## src/design/pesd_params.svh

```systemverilog
// constants for the performance event select decoder
`ifndef PESD_PARAMS_SVH
`define PESD_PARAMS_SVH

// widths and slot counts
`define PESD_CNT_W        40
`define PESD_INC_W        4
`define PESD_DEC_SLOTS    4
`define PESD_SIMD_LANES   3
`define PESD_RET_SLOTS    4
`define PESD_HIT_W        8

// register byte offsets
`define PESD_OFS_CTRL     8'h00
`define PESD_OFS_EVTSEL   8'h04
`define PESD_OFS_CNT_LO   8'h08
`define PESD_OFS_CNT_HI   8'h0C
`define PESD_OFS_SAMPLE   8'h10
`define PESD_OFS_STATUS   8'h14

// reset values
`define PESD_RST_EVT      8'h00
`define PESD_RST_UMASK    8'h00
`define PESD_RST_CIDX     2'h0

// field positions
`define PESD_CTRL_EN_BIT  0
`define PESD_CTRL_CIDX_LO 1
`define PESD_EVT_LO       0
`define PESD_UMASK_LO     8
`define PESD_ST_SVALID    0
`define PESD_ST_INC_LO    4

// event numbers
`define PESD_EV_DISPATCH  8'hA1
`define PESD_EV_DECODE    8'hAA
`define PESD_EV_SP        8'hAB
`define PESD_EV_SIMD_EX   8'hB0
`define PESD_EV_SIMD_SAT  8'hB1
`define PESD_EV_SIMD_TYPE 8'hB3
`define PESD_EV_INST_RET  8'hC0
`define PESD_EV_X87_RET   8'hC1
`define PESD_EV_UOPS_RET  8'hC2
`define PESD_EV_MCLEAR    8'hC3

// unit masks
`define PESD_UM_00        8'h00
`define PESD_UM_01        8'h01
`define PESD_UM_02        8'h02
`define PESD_UM_04        8'h04
`define PESD_UM_07        8'h07
`define PESD_UM_08        8'h08
`define PESD_UM_0F        8'h0F
`define PESD_UM_10        8'h10
`define PESD_UM_20        8'h20
`define PESD_UM_FE        8'hFE

`endif

```

## src/design/pesd_pkg.sv

```systemverilog
// types for the performance event select decoder
`include "pesd_params.svh"
package pesd_pkg;
  typedef struct packed {
    logic                   enable;
    logic [1:0]             cidx;
    logic [7:0]             evt;
    logic [7:0]             umask;
    logic [`PESD_CNT_W-1:0] count;
    logic [31:0]            sample_addr;
    logic                   sample_valid;
    logic [`PESD_INC_W-1:0] last_inc;
    logic                   ack;
    logic [31:0]            dat;
  } pesd_state_t;
endpackage

```

## src/design/pesd_top.sv

```systemverilog
// event decode, counting and wishbone register slave of the performance monitor
//
// The placing of the registers and the Wishbone register port are this design's own decisions.
`timescale 1ns/1ps
`default_nettype none
`include "pesd_params.svh"

// How it works
// - event A1H umask 08H/10H/20H counts port 3/4/5 dispatch cycles, one each.
// - per-port dispatch events count only when counter_zero is selected.
// - AAH 01H counts every decoded instruction, executed or not.
// - AAH 08H counts complex decodes; at most one complex decode per cycle.
// - ABH 01H counts explicit stack pointer uses after implicit use.
// - ABH 02H counts decoder-performed stack pointer additions.
// - B0H 00H counts executed SIMD micro-ops except register-to-memory moves.
// - B1H 00H counts executed saturating SIMD micro-ops.
// - B3H counts SIMD micro-ops by class selected by unit mask bit.
// - C0H 00H adds one per instruction, at retirement of its last micro-op.
// - retired instruction counting never pauses for interrupts or traps.
// - C0H 01H/02H/04H count retired instructions with load, store, neither.
// - C1H 01H counts retired floating-point register exchanges.
// - C1H FEH counts retired x87 compute ops, minus trapping/assisted, loads, stores.
// - precise sample stores address of the instruction after the causing one.
// - C2H 01H counts retired load-fused micro-ops.
// - C2H 02H counts retired store address-data fused micro-ops.
// - C2H 04H counts retired compare-branch fused micro-ops.
// - C2H 07H counts retired fused micro-ops of all three kinds.
// - C2H 08H counts retired micro-ops that were not fused.
// - C2H 0FH counts every retired micro-op, long sequences included.
// - C3H 01H counts each write by the program into a code region.
module pesd_top
  import pesd_pkg::*;
(
  // clock and reset
  input  wire logic                          clk_i,
  input  wire logic                          rst_i,
  // wishbone slave
  input  wire logic                          cyc_i,
  input  wire logic                          stb_i,
  input  wire logic                          we_i,
  input  wire logic [7:0]                    adr_i,
  input  wire logic [3:0]                    sel_i,
  input  wire logic [31:0]                   dat_i,
  output logic      [31:0]                   dat_o,
  output logic                               ack_o,
  // pipeline levels below are all on clk_i, so no synchroniser stage
  // dispatch stage, one bit per port 3, 4, 5
  input  wire logic [2:0]                    port_dispatch_i,
  // decode stage, one bit per decoder slot
  input  wire logic [`PESD_DEC_SLOTS-1:0]    dec_valid_i,
  input  wire logic [`PESD_DEC_SLOTS-1:0]    dec_complex_i,
  input  wire logic [`PESD_DEC_SLOTS-1:0]    sp_sync_i,
  input  wire logic [`PESD_DEC_SLOTS-1:0]    sp_auto_add_i,
  // simd execution lanes
  input  wire logic [`PESD_SIMD_LANES-1:0]   simd_valid_i,
  input  wire logic [`PESD_SIMD_LANES-1:0]   simd_mov_store_i,
  input  wire logic [`PESD_SIMD_LANES-1:0]   simd_sat_i,
  input  wire logic [`PESD_SIMD_LANES*6-1:0] simd_class_i,
  // retirement slots
  input  wire logic [`PESD_RET_SLOTS-1:0]    ret_valid_i,
  input  wire logic [`PESD_RET_SLOTS-1:0]    ret_last_i,
  input  wire logic [`PESD_RET_SLOTS-1:0]    ret_load_i,
  input  wire logic [`PESD_RET_SLOTS-1:0]    ret_store_i,
  input  wire logic [`PESD_RET_SLOTS-1:0]    ret_fp_xchg_i,
  input  wire logic [`PESD_RET_SLOTS-1:0]    ret_x87_comp_i,
  input  wire logic [`PESD_RET_SLOTS-1:0]    ret_x87_assist_i,
  input  wire logic [`PESD_RET_SLOTS-1:0]    ret_x87_ldst_i,
  input  wire logic [`PESD_RET_SLOTS-1:0]    ret_fuse_load_i,
  input  wire logic [`PESD_RET_SLOTS-1:0]    ret_fuse_store_i,
  input  wire logic [`PESD_RET_SLOTS-1:0]    ret_fuse_cmpbr_i,
  input  wire logic [31:0]                   ret_next_ip_i,
  // memory stage
  input  wire logic                          smc_write_i,
  // counter view
  output logic      [`PESD_CNT_W-1:0]        count_o,
  output logic      [`PESD_INC_W-1:0]        inc_o
);

  // all state in one struct: bus answer, selection, counter, sample
  // next value built by one always_comb, registered by one always_ff
  pesd_state_t state_reg;
  pesd_state_t state_next;

  // per-slot qualifying conditions
  logic [`PESD_SIMD_LANES-1:0] simd_ok;
  logic [`PESD_SIMD_LANES-1:0] simd_cls_hit;
  logic [`PESD_RET_SLOTS-1:0]  ret_instr;
  logic [`PESD_RET_SLOTS-1:0]  ret_none_mem;
  logic [`PESD_RET_SLOTS-1:0]  ret_x87_ok;
  logic [`PESD_RET_SLOTS-1:0]  ret_any_fused;
  logic [`PESD_RET_SLOTS-1:0]  ret_unfused;

  genvar g;

  // simd lanes: register-to-memory moves never count as executed
  // class bits outside the unit mask are masked, so a lane counts once at most
  generate
    for (g = 0; g < `PESD_SIMD_LANES; g++)
    begin : g_simd
      assign simd_ok[g]      = simd_valid_i[g] & ~simd_mov_store_i[g];
      assign simd_cls_hit[g] = simd_valid_i[g] &
                               (|(simd_class_i[g*6 +: 6] & state_reg.umask[5:0]));
    end
  endgenerate

  // retirement slots; no interrupt or trap input gates these terms
  // a slot with ret_last_i low is an inner micro-op of a longer instruction
  generate
    for (g = 0; g < `PESD_RET_SLOTS; g++)
    begin : g_ret
      assign ret_instr[g]     = ret_valid_i[g] & ret_last_i[g];
      assign ret_none_mem[g]  = ret_instr[g] & ~ret_load_i[g] & ~ret_store_i[g];
      assign ret_x87_ok[g]    = ret_valid_i[g] & ret_x87_comp_i[g] &
                                ~ret_x87_assist_i[g] & ~ret_x87_ldst_i[g];
      assign ret_any_fused[g] = ret_valid_i[g] &
                                (ret_fuse_load_i[g] | ret_fuse_store_i[g] |
                                 ret_fuse_cmpbr_i[g]);
      assign ret_unfused[g]   = ret_valid_i[g] & ~(ret_fuse_load_i[g] |
                                ret_fuse_store_i[g] | ret_fuse_cmpbr_i[g]);
    end
  endgenerate

  // widen a slot vector onto the common hit vector
  // upper hit bits stay zero for the narrower sources
  function automatic logic [`PESD_HIT_W-1:0] pad_hits(input logic [`PESD_RET_SLOTS-1:0] v);
    pad_hits = {{(`PESD_HIT_W-`PESD_RET_SLOTS){1'b0}}, v};
  endfunction

  function automatic logic [`PESD_HIT_W-1:0] pad_simd(input logic [`PESD_SIMD_LANES-1:0] v);
    pad_simd = {{(`PESD_HIT_W-`PESD_SIMD_LANES){1'b0}}, v};
  endfunction

  // event and unit mask select one hit vector; unknown pairs stay zero
  // one popcount after the mux keeps a single adder for every event
  // eight hit bits cover the widest source, with room to spare
  logic [`PESD_HIT_W-1:0] hits;
  logic                   precise_evt;

  always_comb
  begin
    hits        = '0;
    precise_evt = 1'b0;
    case (state_reg.evt)
      `PESD_EV_DISPATCH:
      begin
        // only counter_zero may take per-port dispatch; one per port per cycle
        // a port dispatches at most one micro-op a cycle, so one bit suffices
        if (state_reg.cidx == 2'h0)
        begin
          case (state_reg.umask)
            `PESD_UM_08: hits[0] = port_dispatch_i[0];
            `PESD_UM_10: hits[0] = port_dispatch_i[1];
            `PESD_UM_20: hits[0] = port_dispatch_i[2];
            default:     hits    = '0;
          endcase
        end
      end
      `PESD_EV_DECODE:
      begin
        case (state_reg.umask)
          `PESD_UM_01: hits = pad_hits(dec_valid_i);
          // a single complex decoder, so never more than one per cycle
          `PESD_UM_08: hits[0] = |(dec_valid_i & dec_complex_i);
          default:     hits = '0;
        endcase
      end
      `PESD_EV_SP:
      begin
        case (state_reg.umask)
          `PESD_UM_01: hits = pad_hits(sp_sync_i);
          `PESD_UM_02: hits = pad_hits(sp_auto_add_i);
          default:     hits = '0;
        endcase
      end
      `PESD_EV_SIMD_EX:
      begin
        if (state_reg.umask == `PESD_UM_00)
          hits = pad_simd(simd_ok);
      end
      `PESD_EV_SIMD_SAT:
      begin
        if (state_reg.umask == `PESD_UM_00)
          hits = pad_simd(simd_valid_i & simd_sat_i);
      end
      `PESD_EV_SIMD_TYPE:
      begin
        // exactly one class bit selects; combinations are not defined
        case (state_reg.umask)
          `PESD_UM_01, `PESD_UM_02, `PESD_UM_04,
          `PESD_UM_08, `PESD_UM_10, `PESD_UM_20: hits = pad_simd(simd_cls_hit);
          default: hits = '0;
        endcase
      end
      `PESD_EV_INST_RET:
      begin
        case (state_reg.umask)
          `PESD_UM_00: hits = pad_hits(ret_instr);
          `PESD_UM_01: hits = pad_hits(ret_instr & ret_load_i);
          `PESD_UM_02: hits = pad_hits(ret_instr & ret_store_i);
          `PESD_UM_04: hits = pad_hits(ret_none_mem);
          default:     hits = '0;
        endcase
      end
      `PESD_EV_X87_RET:
      begin
        case (state_reg.umask)
          `PESD_UM_01: hits = pad_hits(ret_instr & ret_fp_xchg_i);
          `PESD_UM_FE:
          begin
            hits        = pad_hits(ret_x87_ok);
            precise_evt = 1'b1;
          end
          default:     hits = '0;
        endcase
      end
      `PESD_EV_UOPS_RET:
      begin
        case (state_reg.umask)
          `PESD_UM_01: hits = pad_hits(ret_valid_i & ret_fuse_load_i);
          `PESD_UM_02: hits = pad_hits(ret_valid_i & ret_fuse_store_i);
          `PESD_UM_04: hits = pad_hits(ret_valid_i & ret_fuse_cmpbr_i);
          `PESD_UM_07: hits = pad_hits(ret_any_fused);
          `PESD_UM_08: hits = pad_hits(ret_unfused);
          `PESD_UM_0F: hits = pad_hits(ret_valid_i);
          default:     hits = '0;
        endcase
      end
      `PESD_EV_MCLEAR:
      begin
        if (state_reg.umask == `PESD_UM_01)
          hits[0] = smc_write_i;
      end
      default: hits = '0;
    endcase
  end

  // population count of this cycle's hits
  // up to four hits a cycle, from at most four slots, so four bits hold the increment with room to spare
  logic [`PESD_INC_W-1:0] inc;

  always_comb
  begin
    inc = '0;
    for (int i = 0; i < `PESD_HIT_W; i++)
      inc = inc + {{(`PESD_INC_W-1){1'b0}}, hits[i]};
  end

  // register read mux
  // decoded from the live address and registered into dat, so dat_o
  // is ready in the ack cycle with no extra wait state
  logic [31:0] rd_data;

  always_comb
  begin
    rd_data = 32'h0000_0000;
    case (adr_i)
      `PESD_OFS_CTRL:
      begin
        rd_data[`PESD_CTRL_EN_BIT]                    = state_reg.enable;
        rd_data[`PESD_CTRL_CIDX_LO +: 2]              = state_reg.cidx;
      end
      `PESD_OFS_EVTSEL:
      begin
        rd_data[`PESD_EVT_LO +: 8]                    = state_reg.evt;
        rd_data[`PESD_UMASK_LO +: 8]                  = state_reg.umask;
      end
      `PESD_OFS_CNT_LO: rd_data = state_reg.count[31:0];
      `PESD_OFS_CNT_HI: rd_data[`PESD_CNT_W-33:0] = state_reg.count[`PESD_CNT_W-1:32];
      `PESD_OFS_SAMPLE: rd_data = state_reg.sample_addr;
      `PESD_OFS_STATUS:
      begin
        rd_data[`PESD_ST_SVALID]                      = state_reg.sample_valid;
        rd_data[`PESD_ST_INC_LO +: `PESD_INC_W]       = state_reg.last_inc;
      end
      default: rd_data = 32'h0000_0000; // unmapped reads as zero
    endcase
  end

  // byte-lane merge for writes
  // byte lanes with sel_i low keep their old contents
  function automatic logic [31:0] merge(input logic [31:0] old_v, input logic [31:0] new_v,
                                        input logic [3:0] be);
    for (int b = 0; b < 4; b++)
      merge[b*8 +: 8] = be[b] ? new_v[b*8 +: 8] : old_v[b*8 +: 8];
  endfunction

  // write qualifier and merged write words per register
  logic        wr_en;
  logic [31:0] ctrl_w;
  logic [31:0] evt_w;
  logic [31:0] hi_w;

  // one request per ack: the request cycle writes, ack follows one edge later
  // the ack cycle still shows cyc and stb; gating on ack stops a second write
  assign wr_en  = cyc_i & stb_i & we_i & ~state_reg.ack;
  assign ctrl_w = merge({29'h0, state_reg.cidx, state_reg.enable}, dat_i, sel_i);
  assign evt_w  = merge({16'h0, state_reg.umask, state_reg.evt}, dat_i, sel_i);
  assign hi_w   = merge({{(64-`PESD_CNT_W){1'b0}}, state_reg.count[`PESD_CNT_W-1:32]},
                        dat_i, sel_i);

  // next state
  // order: count, then capture, then bus writes, so a write has the last word, except a status clear, which a capture in the same cycle beats
  always_comb
  begin
    state_next          = state_reg;
    state_next.ack      = cyc_i & stb_i & ~state_reg.ack;
    state_next.dat      = rd_data;
    state_next.last_inc = state_reg.enable ? inc : '0;
    // counting; a software write to the counter in the same cycle wins
    if (state_reg.enable)
      state_next.count = state_reg.count + {{(`PESD_CNT_W-`PESD_INC_W){1'b0}}, inc};
    // precise capture keeps the address that follows the causing instruction
    // only the retired x87 compute event, C1H FEH, is precise in this block
    if (state_reg.enable && precise_evt && (inc != '0))
    begin
      state_next.sample_addr  = ret_next_ip_i;
      state_next.sample_valid = 1'b1;
    end
    if (wr_en)
    begin
      case (adr_i)
        `PESD_OFS_CTRL:
        begin
          state_next.enable = ctrl_w[`PESD_CTRL_EN_BIT];
          state_next.cidx   = ctrl_w[`PESD_CTRL_CIDX_LO +: 2];
        end
        `PESD_OFS_EVTSEL:
        begin
          state_next.evt    = evt_w[`PESD_EVT_LO +: 8];
          state_next.umask  = evt_w[`PESD_UMASK_LO +: 8];
        end
        // halves are written apart; stop counting first or a carry may be lost
        `PESD_OFS_CNT_LO:
          state_next.count[31:0] = merge(state_reg.count[31:0], dat_i, sel_i);
        `PESD_OFS_CNT_HI:
          state_next.count[`PESD_CNT_W-1:32] = hi_w[`PESD_CNT_W-33:0];
        `PESD_OFS_STATUS:
        begin
          // write one to clear; a capture in the same cycle wins
          // so a clear never drops a sample captured in that same cycle
          if (sel_i[0] && dat_i[`PESD_ST_SVALID] &&
              !(state_reg.enable && precise_evt && (inc != '0)))
            state_next.sample_valid = 1'b0;
        end
        default: state_next.sample_valid = state_next.sample_valid; // ignored
      endcase
    end
  end

  // single state register
  // synchronous reset; the zero selection is an undefined pair and adds nothing
  always_ff @(posedge clk_i)
  begin
    if (rst_i)
    begin
      state_reg       <= '0;
      state_reg.evt   <= `PESD_RST_EVT;
      state_reg.umask <= `PESD_RST_UMASK;
      state_reg.cidx  <= `PESD_RST_CIDX;
    end
    else
      state_reg <= state_next;
  end

  // outputs straight from the state
  // every output is a flop, so no path from the pipeline inputs leaves the block
  assign ack_o   = state_reg.ack;
  assign dat_o   = state_reg.dat;
  assign count_o = state_reg.count;
  assign inc_o   = state_reg.last_inc;

endmodule
`default_nettype wire

```

## config.mk

```make
export PLATFORM = sky130hd
export DESIGN_NAME = pesd_top
export DESIGN_NICKNAME = d
export VERILOG_FILES = /design/src/design/pesd_pkg.sv /design/src/design/pesd_top.sv
export VERILOG_INCLUDE_DIRS = /design/src /design/src/design
export SDC_FILE = /design/constraint.sdc
export NUM_CORES = 1
export LEC_CHECK = 0
export BUFFER_PORTS_ARGS = -buffer_cell sky130_fd_sc_hd__buf_2
export CELL_PAD_IN_SITES_DETAIL_PLACEMENT = 0
export CELL_PAD_IN_SITES_GLOBAL_PLACEMENT = 1
export CORE_AREA = 8 8 154 156
export CTS_BUF_LIST = sky130_fd_sc_hd__clkbuf_8 sky130_fd_sc_hd__clkbuf_16
export DETAILED_ROUTE_END_ITERATION = 16
export DIE_AREA = 0 0 162 164
export HOLD_SLACK_MARGIN = 0.1
export PLACE_DENSITY = 0.81
export SKIP_CTS_REPAIR_TIMING = 1
export SYNTH_ARGS = -nofsm -noshare
export SYNTH_HDL_FRONTEND = slang
export SYNTH_SLANG_ARGS = --single-unit
```

## constraint.sdc

```tcl
create_clock -name clk_i -period 5.93 [get_ports clk_i]
set_input_delay 0.8895 -clock clk_i [delete_from_list [all_inputs] [get_ports clk_i]]
set_output_delay 0.8895 -clock clk_i [all_outputs]
set_load 0.005 [all_outputs]
```

After elaboration in Yosys (flattened, before gate mapping)
Index checks and enable logic that the tools add are counted.
Cells by class
  $add $sub $neg: 8
  multiply operators: 0
  div/mod/pow operators: 0
  order comparisons: 0
  eq/ne operators: 29
  shift-type cells: 0
  mux-type cells: 34
  bitwise operators: 86
  reduce and logical (&&, ||, !) cells: 18
Operators with widths (number)
  8-bit == test, second input constant: 11
  40-bit 2-to-1 mux: 2
  7-bit one-hot mux with 9 select lines: 1
  1-bit AND: 42
  40-bit by 4-bit adder with 40-bit output: 1
  8-bit 2-to-1 mux: 5
  8-bit by 4-bit == test with 1-bit output, second input constant: 4
  32-bit 2-to-1 mux: 1
  16-bit one-hot mux with 2 select lines: 1
  4-bit AND: 7
  1-bit NOT: 25
  8-bit by 3-bit == test with 1-bit output, second input constant: 3
  8-bit by 5-bit == test with 1-bit output, second input constant: 3
  4-bit one-hot mux with 6 select lines: 1
  8-bit one-hot mux with 3 select lines: 1
  6-bit OR reduction: 4
  4-bit one-hot mux with 5 select lines: 1
  6-bit AND: 3
  4-bit by 1-bit adder with 4-bit output: 4
  8-bit logical NOT: 2
  4-bit one-hot mux with 2 select lines: 2
  4-bit one-hot mux with 4 select lines: 1
  3-bit != test, second input constant: 5
  3-bit 2-to-1 mux: 4
  other kinds (22): 41
Storage, ports and cells
  bits in registers: 129
  bits in latches: 0
  bits in writable memories: 0
  memory bits (read-only): 0
  input port bits: 172
  output and inout bits: 77
  memories kept: 0

Logic depth before layout (Yosys ltp)
Gate-level depths: netlist of run 1.
  depth in word-level cells: 20
  mapped depth: 19
  mapped depth without buffers: 18

Worst setup path after synthesis of run 1
OpenSTA, ideal clock, no wires.
  path kind: register -> register
  from: reg state_reg[114] (netlist name)
  to: reg state_reg (netlist bit count_o[14])
  setup time: 70 ps
  data arrival time: 4720 ps
  data required time: 5860 ps
  setup slack: 1140 ps
  stages on the path, launching flop included: 20
  path buffers: 1
  period minus slack after synthesis: 4790 ps
  path through: dfxtp_1 > clkbuf_1 > nor4_1 > nand2_1 > or3_1 > o32ai_1 > a21oi_1 > o2111a_1 > fa_1 > inv_1 > ha_1 > ha_1 > inv_1 > fa_1 > nor2b_1 > o21ai_0 > nor3_1 > nand3_1 > o21a_1 > a21oi_1
Between the ends
  word-level cells in the longest chain between the ends: 16
  elaborated cells on any way between the ends: 45
  those cells by class: 8 x add/sub; 9 x eq/ne; 17 x mux; 6 x bitwise; 5 x reduce/logical
RTL lines
  start: declaration: line pesd_top.sv:81  | pesd_state_t state_reg;
  start signal: assignment: line pesd_top.sv:362  | state_reg <= state_next;
  branches (longest 7 deep; another with 2-bit by 1-bit adder with 3-bit output)
  3-bit by 1-bit adder with 4-bit output *: line pesd_top.sv:245  | inc = inc + {{(`PESD_INC_W-1){1'b0}}, hits[i]};
  4-bit by 1-bit adder with 4-bit output * (4 in series): line pesd_top.sv:245
  via inc[1]: line pesd_top.sv:239  | logic [`PESD_INC_W-1:0] inc;
  40-bit by 4-bit adder with 40-bit output *: line pesd_top.sv:311  | state_next.count = state_reg.count + {{(`PESD_CNT_W-`PESD_INC_W){1'b0}}, inc};
  40-bit 2-to-1 mux *: line pesd_top.sv:310  | if (state_reg.enable)
  32-bit 2-to-1 mux: line pesd_top.sv:321  | case (adr_i)
  40-bit 2-to-1 mux *: line pesd_top.sv:319  | if (wr_en)
Mark *: on every way through the listed nets, which the timed path passes.
A chain may end at the register's enable or synchronous reset.

Final worst setup path of run 1
  from: reg state_reg[116] (netlist name)
  to: reg state_reg (netlist bit count_o[36])
Between the ends
  word-level cells in the longest chain between the ends: 15
  elaborated cells on any way between the ends: 36
  those cells by class: 8 x add/sub; 9 x eq/ne; 17 x mux; 2 x reduce/logical
RTL lines
  8-bit by 6-bit == test with 1-bit output (tied with other cells): line pesd_top.sv:150, pesd_top.sv:188
  1-bit one-hot mux with 3 select lines / 6-bit OR reduction (equally long branches): line pesd_top.sv:150, pesd_top.sv:188
  1-bit 2-to-1 mux / 3-bit 2-to-1 mux (equally long branches): line pesd_top.sv:148, pesd_top.sv:188
  1-bit one-hot mux with 10 select lines / 7-bit one-hot mux with 9 select lines (equally long branches): line pesd_top.sv:143  | case (state_reg.evt)
  1-bit by 1-bit adder with 2-bit output: line pesd_top.sv:245
  2-bit by 1-bit adder with 3-bit output: line pesd_top.sv:245
  3-bit by 1-bit adder with 4-bit output *: line pesd_top.sv:245
  4-bit by 1-bit adder with 4-bit output * (4 in series): line pesd_top.sv:245
  via inc[1]: line pesd_top.sv:239
  40-bit by 4-bit adder with 40-bit output *: line pesd_top.sv:311
  40-bit 2-to-1 mux *: line pesd_top.sv:310
  8-bit 2-to-1 mux: line pesd_top.sv:321
  40-bit 2-to-1 mux *: line pesd_top.sv:319
The timed path passes the listed nets; every way through them passes the cells marked *.

==> results of run 1 <==
area by class of cell:
type | count | area, sq um | area share
timing repair buffer | 264 | 1370 | 0.154
inverter | 12 | 45.0 | 0.00508
multi-input combinational | 674 | 3970 | 0.447
sequential | 128 | 2560 | 0.289
clock inverter | 13 | 139 | 0.0156
tap | 280 | 350 | 0.0395
antenna | 2 | 5.00 | 0.000564
clock buffer | 18 | 439 | 0.0495
where the power goes:
| group | leakage (uW) | switching (uW) | internal [uW] |
|---|---|---|---|
| combinational | 0.00222 | 63.1 | 50.2 |
| sequential | 0.00103 | 0.351 | 860 |
| clock | 0.000288 | 402 | 628 |
| total | 0.00354 | 465 | 1540 |
cell families (layout without fill, tap and decap cells):
group | count (synthesis) | after routing | synth area share
adders and majority gates | 7 | 7 | 0.0139
DFF | 128 | 128 | 0.348
muxes | 23 | 23 | 0.0316
buffers and inverters | 145 | 307 | 0.115
AOI/OAI and AO/OA | 240 | 240 | 0.216
xor gates and xnor gates | 4 | 4 | 0.00476
other | 1 | 3 | 0.000510
and+or+nand+nor | 399 | 399 | 0.270
cell usage after synthesis (13+ instances only):
cell type    n  share of area
mux2i_1     21          0.029
a31oi_1     14          0.012
a21oi_1     86          0.059
nor4_1      16          0.014
nor2_1      75          0.038
o21ai_0     19          0.013
a22oi_1     44          0.045
and3_1      18          0.015
nor3_1      31          0.021
buf_4       77          0.079
nand2_1    126          0.064
o211ai_1    14          0.014
nand4_1     13          0.011
nand3_1     52          0.035
clkbuf_1    45          0.023
dfxtp_1    128           0.35
stage by stage:
step                utilization  setup WS (ps)  cell area [sq um]
finish                    0.416            638               8870
global route              0.416            209               8870
CTS                       0.415            695               8870
detailed placement        0.388            743               8290
global placement          0.388            787               8290
floorplan                     -           1140               7360
worst max-delay path, cell delays in order, from the launching register on:
cell	delay, ps
dfxtp_1	360
or4_1	540
or4_1	450
nor3_1	410
a41oi_1	190
o2111a_1	190
fa_1	520
inv_1	50
ha_1	190
ha_1	340
inv_1	70
fa_1	420
nor2b_1	160
o2111ai_1	180
nor4_1	370
nand3_1	260
or3_1	360
a31oi_1	170
path summary, 6_finish.rpt:
kind	startpoint	to	slack (ps)	depth (start not counted)
max	state_reg[116]	count_o[36]	640	17
max reg2reg	state_reg[116]	count_o[36]	640	17
min reg2reg	ack_o	ack_o	440	1
min	ack_o	ack_o	440	1
placed cells by master (no fill, tap or decap), types with 15 or more instances in the layout:
master	instances
and3_1	18
buf_2	246
clkbuf_16	17
a21oi_1	86
o21ai_0	19
nand2_1	126
buf_4	18
nor4_1	15
dfxtp_1	128
mux2i_1	21
nand3_1	52
nor2_1	74
nor3_1	31
a22oi_1	44
metal layers:
layer  vias up  track usage  wire [microns]
li1       3702            -               -
met1      3654        0.253           11900
met2       362        0.341           13200
met3        57       0.0632            2550
met4         6       0.0821             807
met5         -            0              34
==> results.ini, run 1 <==
[run_status]
status=finished, final reports clean

[sta]
fin_skew_ps=9.56
min_period_ps=5290
grt_setup_unrepaired=false
finalHoldViolCount=0
worst_slew_pin_slew_ps=1100
slew_headroom=0.260
maxSlewViolCount=0
post-route-period-util=0.892
final.setup.tns_ps=0
hold_ws_ps=438
finalSetupViolCount=0
max_freq_mhz=189

[global_route]
gr-total-overflow=0
antenna_found_initial=4
grtUsageTotal=0.209
grt_max_degree=56
grt_pass1_wl_microns=43700
first_global_vias=7604

[pwr]
p_leak_uw=0.00354
ir_drop_v=0.000180
total_power_uw=2000
p_per_area_mw_per_mm2=226

[critical_path]
worstPathArrival_ps=5640
crit_type=reg -> reg
cp.required_ps=6270
crit_fanout=8
end_kind=flop
start_kind=flop

[place]
gp_congestion=0.883
dp_hpwl_microns=21900
place_inst=1358
io_buffers=247

[hold_path]
hp-class=reg -> reg

[clock_tree]
cts_max_level=4
cts_tree=done
cts_root_buf=clkbuf_16
numCtsBuffers=17
cts_sinks=128
clock_latency_ps=420
cts.path.max_buffers=2
clkSlewWorstSetupHoldPaths_ps=60

[yosys]
yosysUniqueCellTypes=67
postSynth.asyncResetShare=0
netlist_instances=947
ys.flop_type=dfxtp_1
synth_edf_count=0
ys_warn_count=0
synthesis.nets=1126
ys_ff_latch=128
yosysSeqAreaShare=0.348
syn_avg_cell_area_sq_um=7.77
synth.cell_area_sq_mm=0.00736

[final_layout]
final_nets=1276
fillers=2271
drive_gt1_frac=0.278
area_growth_pct=20.6
largest_reg_flops=52
final-instance-count-excl-fill=1391

[route]
viasPerCell=5.59
dr.pass1.iters=5
vias=7781
drc=0
post_drt_wl_per_cell_microns=20.5
first_iter_violations=675
totalWireLength_microns=28500
antenna_left=0

[floorplan]
num_rows=54
initial_core_util=0.345
die_area_sq_mm=0.0266
ios=249
die_w_microns=162
dieHeight_microns=164
core_area_sq_mm=0.0214

[job]
cap_violations=0

No activity file was read; power rests on OpenSTA's default activity.
==> run 2, diff against run 1 <==
clock period = 6.5 ns   (was 5.93 ns; I/O delays follow)
==> run 2 against run 1 <==
  * Routed wire length is 2.2% lower
  * Sequential share of layout area rose by 0.34 points
  * Clock power shrank 17%
  * Power fell by 13%
  * Critical path type unchanged
  * Largest power group unchanged
==> results.ini, run 2 (synthesized netlist as in run 1, its figures left out) <==
[clock_tree]
cts.path.max_buffers=2
cts_sinks=128
cts_root_buf=clkbuf_16
cts_max_level=4
clock_latency_ps=430
clkSlewWorstSetupHoldPaths_ps=60
cts_tree=done
numCtsBuffers=17

[place]
place_inst=1351
gp_congestion=0.883
dp_hpwl_microns=21400
io_buffers=247
dp_slack_ps=987

[sta]
slew_headroom=0.297
worst_slew_pin_slew_ps=1050
min_period_ps=5520
finalSetupViolCount=0
maxSlewViolCount=0
hold_ws_ps=438
fin_skew_ps=9.20
grt_setup_unrepaired=false
final.setup.tns_ps=0
finalHoldViolCount=0
setup_ws_ps=976
post-route-period-util=0.850
max_freq_mhz=181

[critical_path]
cp.required_ps=6840
crit_fanout=11
worstPathArrival_ps=5870
end_kind=flop
crit_type=reg -> reg
start_kind=flop

[final_layout]
final_common_cell=buf_2
final_cell_mix=246 x buf_2, 128 x dfxtp_1, 126 x nand2_1, 86 x a21oi_1, 74 x nor2_1
area_growth_pct=19.3
fillers=2231
final_nets=1269
largest_reg_flops=52
final-instance-count-excl-fill=1387
post-route-util=0.411
drive_gt1_frac=0.274

[route]
totalWireLength_microns=27800
dr.pass1.iters=7
vias=7636
antenna_left=0
first_iter_violations=691
viasPerCell=5.51
drc=0
post_drt_wl_per_cell_microns=20.1

[pwr]
p_per_area_mw_per_mm2=199
ir_drop_v=0.000160
p_leak_uw=0.00347

[floorplan]
die_w_microns=162
ios=249
die_area_sq_mm=0.0266
dieHeight_microns=164
initial_core_util=0.345
num_rows=54
core_area_sq_mm=0.0214

[global_route]
grt_max_degree=57
grtUsageTotal=0.205
first_global_vias=7602
antenna_found_initial=6
grt_pass1_wl_microns=43000
gr-total-overflow=0

[hold_path]
hp-class=reg -> reg

[run_status]
status=finished, final reports clean

[job]
cap_violations=0

run 2: changes by cell type in the layout (fill, tap and decap cells not counted), sizes merged:
cell	before	now
buf	264	257
clkinvlp	1	5
bufinv	2	0
diode	2	4
clkbuf	18	17
clkinv	7	8
inv	15	14
run 2: worst paths after layout:
| check | from | endpoint | slack (ps) | cells after the start |
|---|---|---|---|---|
| max reg2reg | state_reg[114] | count_o[32] | 980 | 17 |
| max | state_reg[114] | count_o[32] | 980 | 17 |
| min | ack_o | ack_o | 440 | 1 |
| min reg2reg | ack_o | ack_o | 440 | 1 |
run 2: critical path: stages (launching register included):
cell       delay [ps]
dfxtp_1           450
or4_1             610
or4_1             450
nor3_1            340
a41oi_1           170
o2111a_1          180
fa_1              520
inv_1              50
ha_1              190
ha_1              320
inv_1              70
fa_1              420
nor2b_1           170
o2111ai_1         190
nor4_1            460
nand3_1           300
or3_1             380
a31oi_1           170
run 2: area by class of cell:
type | count | area (sq um) | share of cell area
diodes | 4 | 10.0 | 0.00114
clock buffers | 17 | 425 | 0.0485
clock inverters | 15 | 97.6 | 0.0111
inverters | 12 | 45.0 | 0.00513
multi-input cells | 674 | 3970 | 0.452
flip-flops and latches | 128 | 2560 | 0.292
well taps | 280 | 350 | 0.0399
repair buffers | 257 | 1310 | 0.150
run 2: power breakdown:
part           internal [uW]  total, uW  switching, uW
clock network            481        855            374
registers                785        785          0.343
logic                   45.8        103           57.1
total                   1310       1740            431
run 2: metal layers:
layer  share of wire  vias to the layer above  track usage
met4           0.025                        4       0.0829
li1                -                     3690            -
met1            0.43                     3568        0.247
met2            0.46                      331        0.338
met3           0.083                       43       0.0571
met5         0.00079                        -            0
run 2: through the flow:
stage,cell area (sq um),power (uW)
6_report,8770,1740
5_1_grt,8770,1800
4_1_cts,8760,1750
3_5_place_dp,8240,904
3_3_place_gp,8240,906
2_1_floorplan,7360,831
